## config.mk

```make
export PLATFORM = sky130hd
export DESIGN_NAME = drb_ctrl
export DESIGN_NICKNAME = d
export VERILOG_FILES = /design/src/rtl/drb_pkg.sv /design/src/rtl/drb_tick_gen.sv /design/src/rtl/drb_sync2.sv /design/src/rtl/drb_ctrl.sv
export SDC_FILE = /design/constraint.sdc
export NUM_CORES = 1
export LEC_CHECK = 0
export BUFFER_PORTS_ARGS = -buffer_cell sky130_fd_sc_hd__buf_2
export CAP_MARGIN = 25
export CORE_MARGIN = 8
export CORE_UTILIZATION = 59
export CTS_CLUSTER_DIAMETER = 60
export DETAILED_ROUTE_END_ITERATION = 10
export PLACE_DENSITY = 0.83
export SLEW_MARGIN = 20
export SYNTH_ARGS = -nofsm -noshare
export SYNTH_HDL_FRONTEND = slang
export SYNTH_SLANG_ARGS = --single-unit
export TNS_END_PERCENT = 5
```

## constraint.sdc

```tcl
create_clock -name ref_clk_in -period 3.3 [get_ports ref_clk_in]
set_clock_uncertainty 0.2 [all_clocks]
set_input_delay 0.165 -clock ref_clk_in [delete_from_list [all_inputs] [get_ports ref_clk_in]]
set_output_delay 0.165 -clock ref_clk_in [all_outputs]
set_load 0.05 [all_outputs]
```

## src/rtl/drb_pkg.sv

```systemverilog
// Package: constants and carrier types for the data retention backup control block
package drb_pkg;

  // ----------------------------------------------------------------
  // Register offsets
  // ----------------------------------------------------------------
  localparam logic [7:0] REG_CTRL      = 8'h00;
  localparam logic [7:0] REG_DELAY     = 8'h04;
  localparam logic [7:0] REG_TARGET    = 8'h08;
  localparam logic [7:0] REG_SERIAL    = 8'h0C;
  localparam logic [7:0] REG_GAPS      = 8'h10;
  localparam logic [7:0] REG_GEOM      = 8'h14;
  localparam logic [7:0] REG_PREAMBLE  = 8'h18;
  localparam logic [7:0] REG_STATUS    = 8'h1C;
  localparam logic [7:0] REG_COMMAND   = 8'h20;

  // ----------------------------------------------------------------
  // Field positions
  // ----------------------------------------------------------------
  localparam int CTRL_AUTO_SAVE    = 0;
  localparam int CTRL_AUTO_RESTORE = 1;
  localparam int CTRL_VERIFY       = 2;
  localparam int CTRL_LINKED       = 3;
  localparam int CTRL_WP_LOW_BATT  = 4;
  localparam int CTRL_SPIN_SAVE    = 5;
  localparam int CMD_REFORMAT      = 0;

  // ----------------------------------------------------------------
  // Reset values
  // ----------------------------------------------------------------
  localparam logic [5:0]  CTRL_RESET         = 6'h23;
  localparam logic [7:0]  SAVE_DELAY_RESET   = 8'h05;
  localparam logic [7:0]  SAVE_DELAY_MIN     = 8'h01;
  localparam logic [2:0]  TARGET_ID_RESET    = 3'h1;
  localparam logic [15:0] SERIAL_RESET       = 16'h0000;
  localparam logic [7:0]  HEADER_GAP_RESET   = 8'h11;
  localparam logic [7:0]  DATA_GAP_RESET     = 8'h11;
  localparam logic [7:0]  TAIL_GAP_RESET     = 8'h20;
  localparam logic [7:0]  SPARE_RESET        = 8'h00;
  localparam logic [7:0]  SECTORS_RESET      = 8'h04;
  localparam logic [7:0]  TRACKS_RESET       = 8'h80;
  localparam logic [7:0]  COPIES_RESET       = 8'h01;
  localparam logic [7:0]  DATA_PRE_RESET     = 8'h0F;
  localparam logic [7:0]  HDR_PRE_RESET      = 8'h0C;

  // ----------------------------------------------------------------
  // Timing
  // ----------------------------------------------------------------
  localparam longint CLK_HZ           = 200000000;
  localparam longint TICK_CYCLES      = CLK_HZ;
  localparam int     BITS_PER_WORD    = 16;

  // ----------------------------------------------------------------
  // Types
  // ----------------------------------------------------------------
  typedef enum logic [1:0] {
    VOL_NO_DATA = 2'h0,
    VOL_VALID   = 2'h1,
    VOL_INVALID = 2'h2
  } drb_vol_t;

  typedef struct packed {
    logic       auto_save;
    logic       auto_restore;
    logic       verify;
    logic       linked;
    logic       wp_low_batt;
    logic       spin_save;
    logic [7:0] save_delay;
    logic [2:0] target_id;
  } drb_cfg_t;

  typedef struct packed {
    logic [7:0] header_lead_gap;
    logic [7:0] data_lead_gap;
    logic [7:0] sector_tail_gap;
    logic [7:0] spare_blocks_per_track;
    logic [7:0] sectors_per_track;
    logic [7:0] tracks_per_cylinder;
    logic [7:0] table_copies;
    logic [7:0] data_preamble;
    logic [7:0] header_preamble;
  } drb_geom_t;

  typedef struct packed {
    logic       start;
    logic       linked;
    logic       verify;
    logic [2:0] target_id;
  } drb_disk_cmd_t;

endpackage : drb_pkg

```

## src/rtl/drb_tick_gen.sv

```systemverilog
// Seconds tick divider
`timescale 1ns/1ps
module drb_tick_gen
  import drb_pkg::*;
#(
  parameter longint PERIOD = TICK_CYCLES
)(
  input  wire logic ref_clk_in,
  input  wire logic rst_n_in,
  output logic      tick_out
);

  logic [31:0] count;

  // ----------------------------------------------------------------
  // Divider
  // ----------------------------------------------------------------
  always_ff @(posedge ref_clk_in)
  begin
    if (!rst_n_in)
    begin
      count    <= 32'h0;
      tick_out <= 1'b0;
    end
    else if (count == 32'(PERIOD - 1))
    begin
      count    <= 32'h0;
      tick_out <= 1'b1;
    end
    else
    begin
      count    <= count + 32'h1;
      tick_out <= 1'b0;
    end
  end

  a_tick_single : assert property (@(posedge ref_clk_in) disable iff (!rst_n_in)
    tick_out |=> !tick_out)
    else $error("tick longer than one cycle");

endmodule : drb_tick_gen

```

## src/rtl/drb_sync2.sv

```systemverilog
// Two-flop synchroniser
`timescale 1ns/1ps
module drb_sync2 #(
  parameter int WIDTH = 1
)(
  input  wire logic             ref_clk_in,
  input  wire logic             rst_n_in,
  input  wire logic [WIDTH-1:0] async_in,
  output logic      [WIDTH-1:0] sync_out
);

  logic [WIDTH-1:0] meta;

  always_ff @(posedge ref_clk_in)
  begin
    if (!rst_n_in)
    begin
      meta     <= '0;
      sync_out <= '0;
    end
    else
    begin
      meta     <= async_in;
      sync_out <= meta;
    end
  end

endmodule : drb_sync2

```

## src/rtl/drb_ctrl.sv

```systemverilog
// Data retention backup control: options, geometry and save/restore sequencing
//
// Operation
// - Auto save on AC fail when battery ready
// - Auto save off: AC fail goes to shutdown
// - Auto restore at power-up if volume valid
// - No restore: initialise array, then format
// - Save delay 1 to 255 seconds
// - Backup disk target ID, default 1
// - Verify before save done; default off
// - Linked commands only when option set
// - Write protect until battery ready option
// - Unprotected writes while battery not ready mark volume invalid
// - Spin-down starts save when enabled
// - Four-digit serial reported as drive identifier
// - Format from restore or generated
// - Header lead gap in words, default 17
// - Data lead gap in words, default 17
// - Sector tail gap in words, default 32
// - Spare blocks per track, default 0
// - Sectors per track, default 4
// - Tracks per cylinder, default 128
// - Table copies, default 1
// - Data preamble reported, default 15
// - Header preamble reported, default 12
// - Volume status valid, invalid or none
//
// Decided for this implementation: strobed register access and the register offsets.
`timescale 1ns/1ps
module drb_ctrl
  import drb_pkg::*;
#(
  parameter longint TICK_PERIOD = TICK_CYCLES
)(
  input  wire logic      ref_clk_in,
  input  wire logic      rst_n_in,
  // Register port
  input  wire logic [7:0]  reg_addr_in,
  input  wire logic [31:0] reg_wdata_in,
  input  wire logic        reg_wr_in,
  input  wire logic        reg_rd_in,
  output logic      [31:0] reg_rdata_out,
  // Power and battery monitor pins
  input  wire logic        ac_fail_in,
  input  wire logic        batt_ready_in,
  // Host events, controller domain
  input  wire logic        spin_down_in,
  input  wire logic        host_wr_req_in,
  input  wire logic        saved_vol_valid_in,
  // Backup disk path
  output drb_disk_cmd_t    save_cmd_out,
  output drb_disk_cmd_t    restore_cmd_out,
  input  wire logic        disk_done_in,
  input  wire logic        verify_done_in,
  // Storage array
  output logic             array_init_out,
  output logic             array_format_out,
  input  wire logic        array_done_in,
  output drb_geom_t        geom_out,
  output logic             write_protect_out,
  output logic             host_wr_ok_out,
  output logic [15:0]      drive_id_out,
  output drb_vol_t         vol_status_out,
  output logic             shutdown_out
);

  // ----------------------------------------------------------------
  // Sequencer states
  // ----------------------------------------------------------------
  typedef enum logic [9:0] {
    ST_BOOT     = 10'h001,
    ST_RESTORE  = 10'h002,
    ST_INIT     = 10'h004,
    ST_FORMAT   = 10'h008,
    ST_ONLINE   = 10'h010,
    ST_DELAY    = 10'h020,
    ST_SAVE     = 10'h040,
    ST_VERIFY   = 10'h080,
    ST_SHUTDOWN = 10'h100,
    ST_SPIN     = 10'h200
  } drb_state_t;

  drb_state_t  state;
  drb_cfg_t    cfg;
  drb_geom_t   geom;
  logic [15:0] serial;
  logic [7:0]  delay_left;
  logic        tick;
  logic [1:0]  pins_sync;
  logic        ac_fail;
  logic        batt_ready;
  logic        reformat_req;

  // ----------------------------------------------------------------
  // Pin synchronisers and seconds tick
  // ----------------------------------------------------------------
  drb_sync2 #(
    .WIDTH (2)
  ) u_sync (
    .ref_clk_in (ref_clk_in),
    .rst_n_in   (rst_n_in),
    .async_in   ({ac_fail_in, batt_ready_in}),
    .sync_out   (pins_sync)
  );

  assign ac_fail    = pins_sync[1];
  assign batt_ready = pins_sync[0];

  drb_tick_gen #(
    .PERIOD (TICK_PERIOD)
  ) u_tick (
    .ref_clk_in (ref_clk_in),
    .rst_n_in   (rst_n_in),
    .tick_out   (tick)
  );

  // ----------------------------------------------------------------
  // Configuration registers
  // ----------------------------------------------------------------
  always_ff @(posedge ref_clk_in)
  begin
    if (!rst_n_in)
    begin
      {cfg.spin_save, cfg.wp_low_batt, cfg.linked, cfg.verify, cfg.auto_restore,
       cfg.auto_save} <= CTRL_RESET;
      cfg.save_delay <= SAVE_DELAY_RESET;
      cfg.target_id  <= TARGET_ID_RESET;
      serial         <= SERIAL_RESET;
    end
    else if (reg_wr_in)
    begin
      case (reg_addr_in)
        REG_CTRL:
        begin
          cfg.auto_save    <= reg_wdata_in[CTRL_AUTO_SAVE];
          cfg.auto_restore <= reg_wdata_in[CTRL_AUTO_RESTORE];
          cfg.verify       <= reg_wdata_in[CTRL_VERIFY];
          cfg.linked       <= reg_wdata_in[CTRL_LINKED];
          cfg.wp_low_batt  <= reg_wdata_in[CTRL_WP_LOW_BATT];
          cfg.spin_save    <= reg_wdata_in[CTRL_SPIN_SAVE];
        end
        REG_DELAY:
          // Zero held at the floor
          cfg.save_delay <= (reg_wdata_in[7:0] < SAVE_DELAY_MIN) ?
                            SAVE_DELAY_MIN : reg_wdata_in[7:0];
        REG_TARGET:
          cfg.target_id <= reg_wdata_in[2:0];
        REG_SERIAL:
          // Four BCD digits, 0000 to 9999
          serial <= reg_wdata_in[15:0];
        default:
          ;
      endcase
    end
  end

  // ----------------------------------------------------------------
  // Format geometry registers
  // ----------------------------------------------------------------
  always_ff @(posedge ref_clk_in)
  begin
    if (!rst_n_in)
    begin
      geom.header_lead_gap        <= HEADER_GAP_RESET;
      geom.data_lead_gap          <= DATA_GAP_RESET;
      geom.sector_tail_gap        <= TAIL_GAP_RESET;
      geom.spare_blocks_per_track <= SPARE_RESET;
      geom.sectors_per_track      <= SECTORS_RESET;
      geom.tracks_per_cylinder    <= TRACKS_RESET;
      geom.table_copies           <= COPIES_RESET;
      geom.data_preamble          <= DATA_PRE_RESET;
      geom.header_preamble        <= HDR_PRE_RESET;
    end
    else if (reg_wr_in)
    begin
      case (reg_addr_in)
        REG_GAPS:
        begin
          geom.header_lead_gap <= reg_wdata_in[7:0];
          geom.data_lead_gap   <= reg_wdata_in[15:8];
          geom.sector_tail_gap <= reg_wdata_in[23:16];
        end
        REG_GEOM:
        begin
          geom.spare_blocks_per_track <= reg_wdata_in[7:0];
          geom.sectors_per_track      <= reg_wdata_in[15:8];
          geom.tracks_per_cylinder    <= reg_wdata_in[23:16];
          geom.table_copies           <= reg_wdata_in[31:24];
        end
        REG_PREAMBLE:
        begin
          geom.data_preamble   <= reg_wdata_in[7:0];
          geom.header_preamble <= reg_wdata_in[15:8];
        end
        default:
          ;
      endcase
    end
  end

  assign reformat_req = reg_wr_in && (reg_addr_in == REG_COMMAND) &&
                        reg_wdata_in[CMD_REFORMAT];

  // ----------------------------------------------------------------
  // Save / restore sequencer
  // ----------------------------------------------------------------
  always_ff @(posedge ref_clk_in)
  begin
    if (!rst_n_in)
    begin
      state      <= ST_BOOT;
      delay_left <= 8'h00;
    end
    else
    begin
      case (state)
        ST_BOOT:
          if (cfg.auto_restore && saved_vol_valid_in)
            state <= ST_RESTORE;
          else
            state <= ST_INIT;
        ST_RESTORE:
          if (disk_done_in)
            state <= ST_ONLINE;
        ST_INIT:
          if (array_done_in)
            state <= ST_FORMAT;
        ST_FORMAT:
          if (array_done_in)
            state <= ST_ONLINE;
        ST_ONLINE:
          if (ac_fail)
          begin
            if (cfg.auto_save && batt_ready)
            begin
              state      <= ST_DELAY;
              delay_left <= cfg.save_delay;
            end
            else
              state <= ST_SHUTDOWN;
          end
          else if (spin_down_in && cfg.spin_save)
            state <= ST_SAVE;
          else if (reformat_req)
            state <= ST_INIT;
        ST_DELAY:
          if (tick)
          begin
            if (delay_left == 8'h01)
              state <= ST_SAVE;
            delay_left <= delay_left - 8'h01;
          end
        ST_SAVE:
          if (disk_done_in)
            state <= cfg.verify ? ST_VERIFY :
                     (ac_fail ? ST_SHUTDOWN : ST_SPIN);
        ST_VERIFY:
          if (verify_done_in)
            state <= ac_fail ? ST_SHUTDOWN : ST_SPIN;
        ST_SHUTDOWN:
          state <= ST_SHUTDOWN;
        ST_SPIN:
          if (!spin_down_in)
            state <= ST_ONLINE;
        default:
          state <= ST_BOOT;
      endcase
    end
  end

  // ----------------------------------------------------------------
  // Volume status
  // ----------------------------------------------------------------
  always_ff @(posedge ref_clk_in)
  begin
    if (!rst_n_in)
      vol_status_out <= VOL_NO_DATA;
    else if (state == ST_BOOT)
      vol_status_out <= saved_vol_valid_in ? VOL_VALID : VOL_NO_DATA;
    else if (host_wr_req_in && !write_protect_out && !batt_ready)
      vol_status_out <= VOL_INVALID;
    else if ((state == ST_SAVE && disk_done_in && !cfg.verify) ||
             (state == ST_VERIFY && verify_done_in))
      vol_status_out <= VOL_VALID;
  end

  // ----------------------------------------------------------------
  // Outputs
  // ----------------------------------------------------------------
  always_ff @(posedge ref_clk_in)
  begin
    if (!rst_n_in)
    begin
      save_cmd_out      <= '0;
      restore_cmd_out   <= '0;
      array_init_out    <= 1'b0;
      array_format_out  <= 1'b0;
      write_protect_out <= 1'b0;
      host_wr_ok_out    <= 1'b0;
      shutdown_out      <= 1'b0;
      geom_out          <= '0;
      drive_id_out      <= 16'h0000;
    end
    else
    begin
      save_cmd_out.start     <= (state == ST_SAVE) || (state == ST_VERIFY);
      save_cmd_out.linked    <= cfg.linked;
      save_cmd_out.verify    <= cfg.verify;
      save_cmd_out.target_id <= cfg.target_id;
      restore_cmd_out.start     <= (state == ST_RESTORE);
      restore_cmd_out.linked    <= cfg.linked;
      restore_cmd_out.verify    <= 1'b0;
      restore_cmd_out.target_id <= cfg.target_id;
      array_init_out    <= (state == ST_INIT);
      array_format_out  <= (state == ST_FORMAT);
      // Protect stays until the battery can carry a save
      write_protect_out <= cfg.wp_low_batt && !batt_ready;
      host_wr_ok_out    <= host_wr_req_in && (state == ST_ONLINE) &&
                           !(cfg.wp_low_batt && !batt_ready);
      shutdown_out      <= (state == ST_SHUTDOWN);
      geom_out          <= geom;
      drive_id_out      <= serial;
    end
  end

  // ----------------------------------------------------------------
  // Register read
  // ----------------------------------------------------------------
  always_ff @(posedge ref_clk_in)
  begin
    if (!rst_n_in)
      reg_rdata_out <= 32'h0;
    else if (reg_rd_in)
    begin
      case (reg_addr_in)
        REG_CTRL:     reg_rdata_out <= {26'h0, cfg.spin_save, cfg.wp_low_batt, cfg.linked,
                                        cfg.verify, cfg.auto_restore, cfg.auto_save};
        REG_DELAY:    reg_rdata_out <= {24'h0, cfg.save_delay};
        REG_TARGET:   reg_rdata_out <= {29'h0, cfg.target_id};
        REG_SERIAL:   reg_rdata_out <= {16'h0, serial};
        REG_GAPS:     reg_rdata_out <= {8'h0, geom.sector_tail_gap, geom.data_lead_gap,
                                        geom.header_lead_gap};
        REG_GEOM:     reg_rdata_out <= {geom.table_copies, geom.tracks_per_cylinder,
                                        geom.sectors_per_track, geom.spare_blocks_per_track};
        REG_PREAMBLE: reg_rdata_out <= {16'h0, geom.header_preamble, geom.data_preamble};
        REG_STATUS:   reg_rdata_out <= {20'h0, state, vol_status_out};
        default:      reg_rdata_out <= 32'h0;
      endcase
    end
    else
      reg_rdata_out <= 32'h0;
  end

  // ----------------------------------------------------------------
  // Checks
  // ----------------------------------------------------------------
  a_save_on_fail : assert property (@(posedge ref_clk_in) disable iff (!rst_n_in)
    (state == ST_ONLINE && ac_fail && cfg.auto_save && batt_ready) |=> state == ST_DELAY)
    else $error("auto save not started");
  a_no_save_off : assert property (@(posedge ref_clk_in) disable iff (!rst_n_in)
    (state == ST_ONLINE && ac_fail && !cfg.auto_save) |=> state == ST_SHUTDOWN)
    else $error("shutdown not taken");
  a_restore_pick : assert property (@(posedge ref_clk_in) disable iff (!rst_n_in)
    (state == ST_BOOT && cfg.auto_restore && saved_vol_valid_in) |=> state == ST_RESTORE)
    else $error("restore skipped");
  a_init_format : assert property (@(posedge ref_clk_in) disable iff (!rst_n_in)
    (state == ST_INIT && array_done_in) |=> state == ST_FORMAT)
    else $error("format not after init");
  a_delay_floor : assert property (@(posedge ref_clk_in) disable iff (!rst_n_in)
    cfg.save_delay != 8'h00)
    else $error("save delay zero");
  a_verify_path : assert property (@(posedge ref_clk_in) disable iff (!rst_n_in)
    (state == ST_SAVE && disk_done_in && cfg.verify) |=> state == ST_VERIFY)
    else $error("verify skipped");
  a_wp_low_batt : assert property (@(posedge ref_clk_in) disable iff (!rst_n_in)
    (cfg.wp_low_batt && !batt_ready) |=> !host_wr_ok_out)
    else $error("write accepted while protected");
  a_spin_save : assert property (@(posedge ref_clk_in) disable iff (!rst_n_in)
    (state == ST_ONLINE && !ac_fail && spin_down_in && !cfg.spin_save) |=> state != ST_SAVE)
    else $error("save on spin down while disabled");
  a_id_report : assert property (@(posedge ref_clk_in) disable iff (!rst_n_in)
    ##1 drive_id_out == $past(serial))
    else $error("drive id mismatch");

  c_auto_save   : cover property (@(posedge ref_clk_in) state == ST_DELAY ##[1:1000] state == ST_SAVE);
  c_restore     : cover property (@(posedge ref_clk_in) state == ST_RESTORE);
  c_shutdown    : cover property (@(posedge ref_clk_in) state == ST_SHUTDOWN);
  c_invalidate  : cover property (@(posedge ref_clk_in) vol_status_out == VOL_INVALID);

endmodule : drb_ctrl

```

==> flow_summary_export.csv <==
group,metric,value,unit
min_path,holdCritPathClass,"input port to flip-flop",
yosys,synth_top_area_share,54.0,%
finish,fin_area,13300,um^2
yosys,synth.area.top_cells,"dfxtp_1, nand2_1, and2_1",
yosys,syn_area_per_cell,8.93,um^2
critical_path,critPathCaptureType,"flip-flop",
timing,fin_crit,2710,ps
power,cellLeakagePower,5.32,nW
finish,final_cells,1674,
placed_design,dp.cells,1573,
grt,grt_pass1_wl,50100,um
yosys,synth_top_family_by_area,"simple AND/OR/NAND/NOR gates",
yosys,synth_mux_area_share,0.195,%
detailed_routing,wirelength,31400,um
critical_path,crit_buf_inv,1,
yosys,ys.flop_type,"dfxtp_1",
clock_tree,clkLatencyLatePin,540,ps
yosys,synthArstFlopShare,0,%
floorplanning,io_pins,191,
run,cap_violations,0,
yosys,synthSimpleGateAreaFrac,26.5,%
critical_path,cp_cell_sequence,"nor4_1 -> and2_1 -> a21oi_1 -> a211o_1 -> a21oi_1 -> dlygate4sd3_1",
timing,fin_crit_sh,82.1,%
critical_path,crit_type,"flip-flop to flip-flop",
detailed_routing,vias,9688,
critical_path,critPathRequiredTime,3580,ps
critical_path,cp_slowest_stage_delay,570,ps
timing,fmax,0.369,GHz
timing,rsz0062_at_grt,"false",
timing,slew_viol_final,0,
grt,grt.overflow.total,0,
outcome,outcome,"finished clean",
yosys,synth_nets,1276,
finish,nNetsFinal,1473,
timing,maxSlewHeadroom,47.2,%
power,power_density,555,nW/um^2
power,ir_drop,0.000456,V
clock_tree,cts_setup_buffers,0,
detailed_routing,dr.pass1.iters,6,
grt,grt_pass1_vias,9275,
critical_path,worst_ep_arrival_time,2980,ps
placed_design,port_buffers,189,
yosys,yosys.cell_types.count,66,
finish,syn_to_final_growth,22.0,%
detailed_routing,ant_nets,0,
grt,grt_max_degree,88,
yosys,synthAdderAreaFrac,0.344,%
grt,grt_antenna_before_repair,6,
yosys,synth_seq_cells,294,
timing,worst_pin_slew,785,ps
clock_tree,clock_sinks,294,
clock_tree,cts_tree,"built",
critical_path,start_kind,"flip-flop",
grt,grt_usage,25.7,%
placed_design,gp_congestion,0.984,
yosys,yosysMostFrequentCell,"dfxtp_1",
yosys,ys_top_cells_by_count,"dfxtp_1, nand2_1, and2_1",
critical_path,cp_max_fo,12,
timing,setup_viol,0,
critical_path,cp_top_family,"simple AND/OR/NAND/NOR gates",
yosys,synthesis.area,10900,um^2
critical_path,cp_slowest_cell,"nor4_1",
floorplanning,start_util,60.5,%
timing,finalSetupTns,0,ps
yosys,synth_xor_area_share,2.41,%
critical_path,regToRegSetupSlack,590,ps
placed_design,dp_hpwl,20500,um
floorplanning,die_w,152,um
yosys,ys_seq_area_share,54.0,%
clock_tree,cts-root-buf,"clkbuf_16",
clock_tree,cts_buffer_depth,3,
yosys,synth_largest_area_cell,"dfxtp_1",
yosys,synth-edff-count,0,
floorplanning,dieHeight,152,um
clock_tree,path_clk_slew,70,ps
timing,hold_viol,0,
yosys,netlist_instances,1221,
clock_tree,cts_buffers,28,
detailed_routing,wl_per_cell,18.8,um
floorplanning,rows,49,
yosys,synth-compound-area-share,12.6,%
detailed_routing,drtIter0Drc,959,
placed_design,postPlaceCellArea,11900,um^2
detailed_routing,drc,0,
floorplanning,die-area,23100,um^2
yosys,yosysWarningCount,0,
clock_tree,cts_htree_levels,1,
finish,drive_gt1_share,19.2,%
critical_path,crit_path_frequent_cell,"a21oi_1",
detailed_routing,viasPerCell,5.79,
floorplanning,coreArea,18000,um^2
-- metrics by stage --
step,power [mW],utilization [%],hold WS (ps),setup WS [ps]
after floorplan,4.00,-,89.0,1090
after global placement,4.18,66.0,171,823
after detailed placement,4.17,66.0,176,770
after CTS,7.38,73.7,2.89,717
after global routing,7.59,73.8,31.0,507
final,7.37,73.8,15.4,591
-- registers in the layout, indices dropped and copies added, names as in the netlist --
signal,count
shutdown_out,1
array_init_out,1
save_cmd_out,2
u_sync.meta,2
geom,72
cfg,17
state,10
restore_cmd_out,5
write_protect_out,1
u_tick.tick_out,1
reg_rdata_out,32
delay_left,8
host_wr_ok_out,1
serial,16
geom_out,72
drive_id_out,16
u_sync.sync_out,2
u_tick.count,32
array_format_out,1
vol_status_out,2
-- kinds of logic (layout without fill, tap and decap cells) --
kind of cell               count (synthesis)  in the layout
DFF                                      294            294
xor gates and xnor gates                  30             30
and+or+nand+nor                          575            575
AOI/OAI and AO/OA                        220            220
other                                      1              6
adders and majority gates                  3              3
muxes                                      2              2
buffers and inverters                     96            315
-- power breakdown --
group / switching (mW) / total, mW / internal [mW]
Clock: 1.37 / 3.22 / 1.85
Sequential: 0.0472 / 3.63 / 3.58
Combinational: 0.335 / 0.521 / 0.186
Total: 1.76 / 7.37 / 5.62
-- path summary, 6_finish.rpt --
| kind | from | end | depth (start not counted) |
|---|---|---|---|
| hold / removal | reg_addr_in[5] | reg_rdata_out[7] | 4 |
| hold reg to reg | u_sync.meta[1] | u_sync.sync_out[1] | 1 |
| setup / recovery | state[9] | vol_status_out[0] | 6 |
| setup reg to reg | state[9] | vol_status_out[0] | 6 |
-- area by class of cell --
class	count	area [um^2]
Antenna cell	5	12.5
Clock buffer	31	732
Sequential cell	294	5890
Timing Repair Buffer	252	1540
Tap cell	229	287
Fill cell	1315	4730
Inverter	11	41.3
Multi-Input combinational cell	831	4590
Clock inverter	21	206
-- worst register-to-register path, cell delays in order (launching register included) --
cell and delay (ps):
dfxtp_1 480, nor4_1 570, and2_1 340, a21oi_1 100, a211o_1 230, a21oi_1 160, dlygate4sd3_1 570
-- per-layer routing --
metal,GRT usage (%),vias up,part of all wire (%)
met1,33.0,4509,40
met5,0,-,0.032
met3,5.98,87,9.9
met4,10.4,2,3.3
li1,-,4563,-
met2,41.1,527,46
-- repair_timing --
action	in CTS	in global routing
gates resized for setup	0	0
hold endpoints to repair	118	0
hold buffers	44	0
-- placed cells by master (no fill, tap or decap), types with 5 or more instances in the layout --
master,count
nor4b_1,6
nor3_1,20
a21oi_1,112
nor2_1,62
diode_2,5
dfxtp_1,294
inv_1,10
nand4_1,12
o21ai_0,15
a31oi_1,14
and2_1,117
nand2_1,236
a21o_1,5
nor2b_1,6
nand3_1,48
clkbuf_16,28
and3_1,10
xnor2_1,19
clkinv_2,12
xor2_1,11
dlygate4sd3_1,44
and4_1,5
buf_4,19
buf_2,188
nor4_1,18
a22oi_1,39
(Power assumes the default switching activity.)
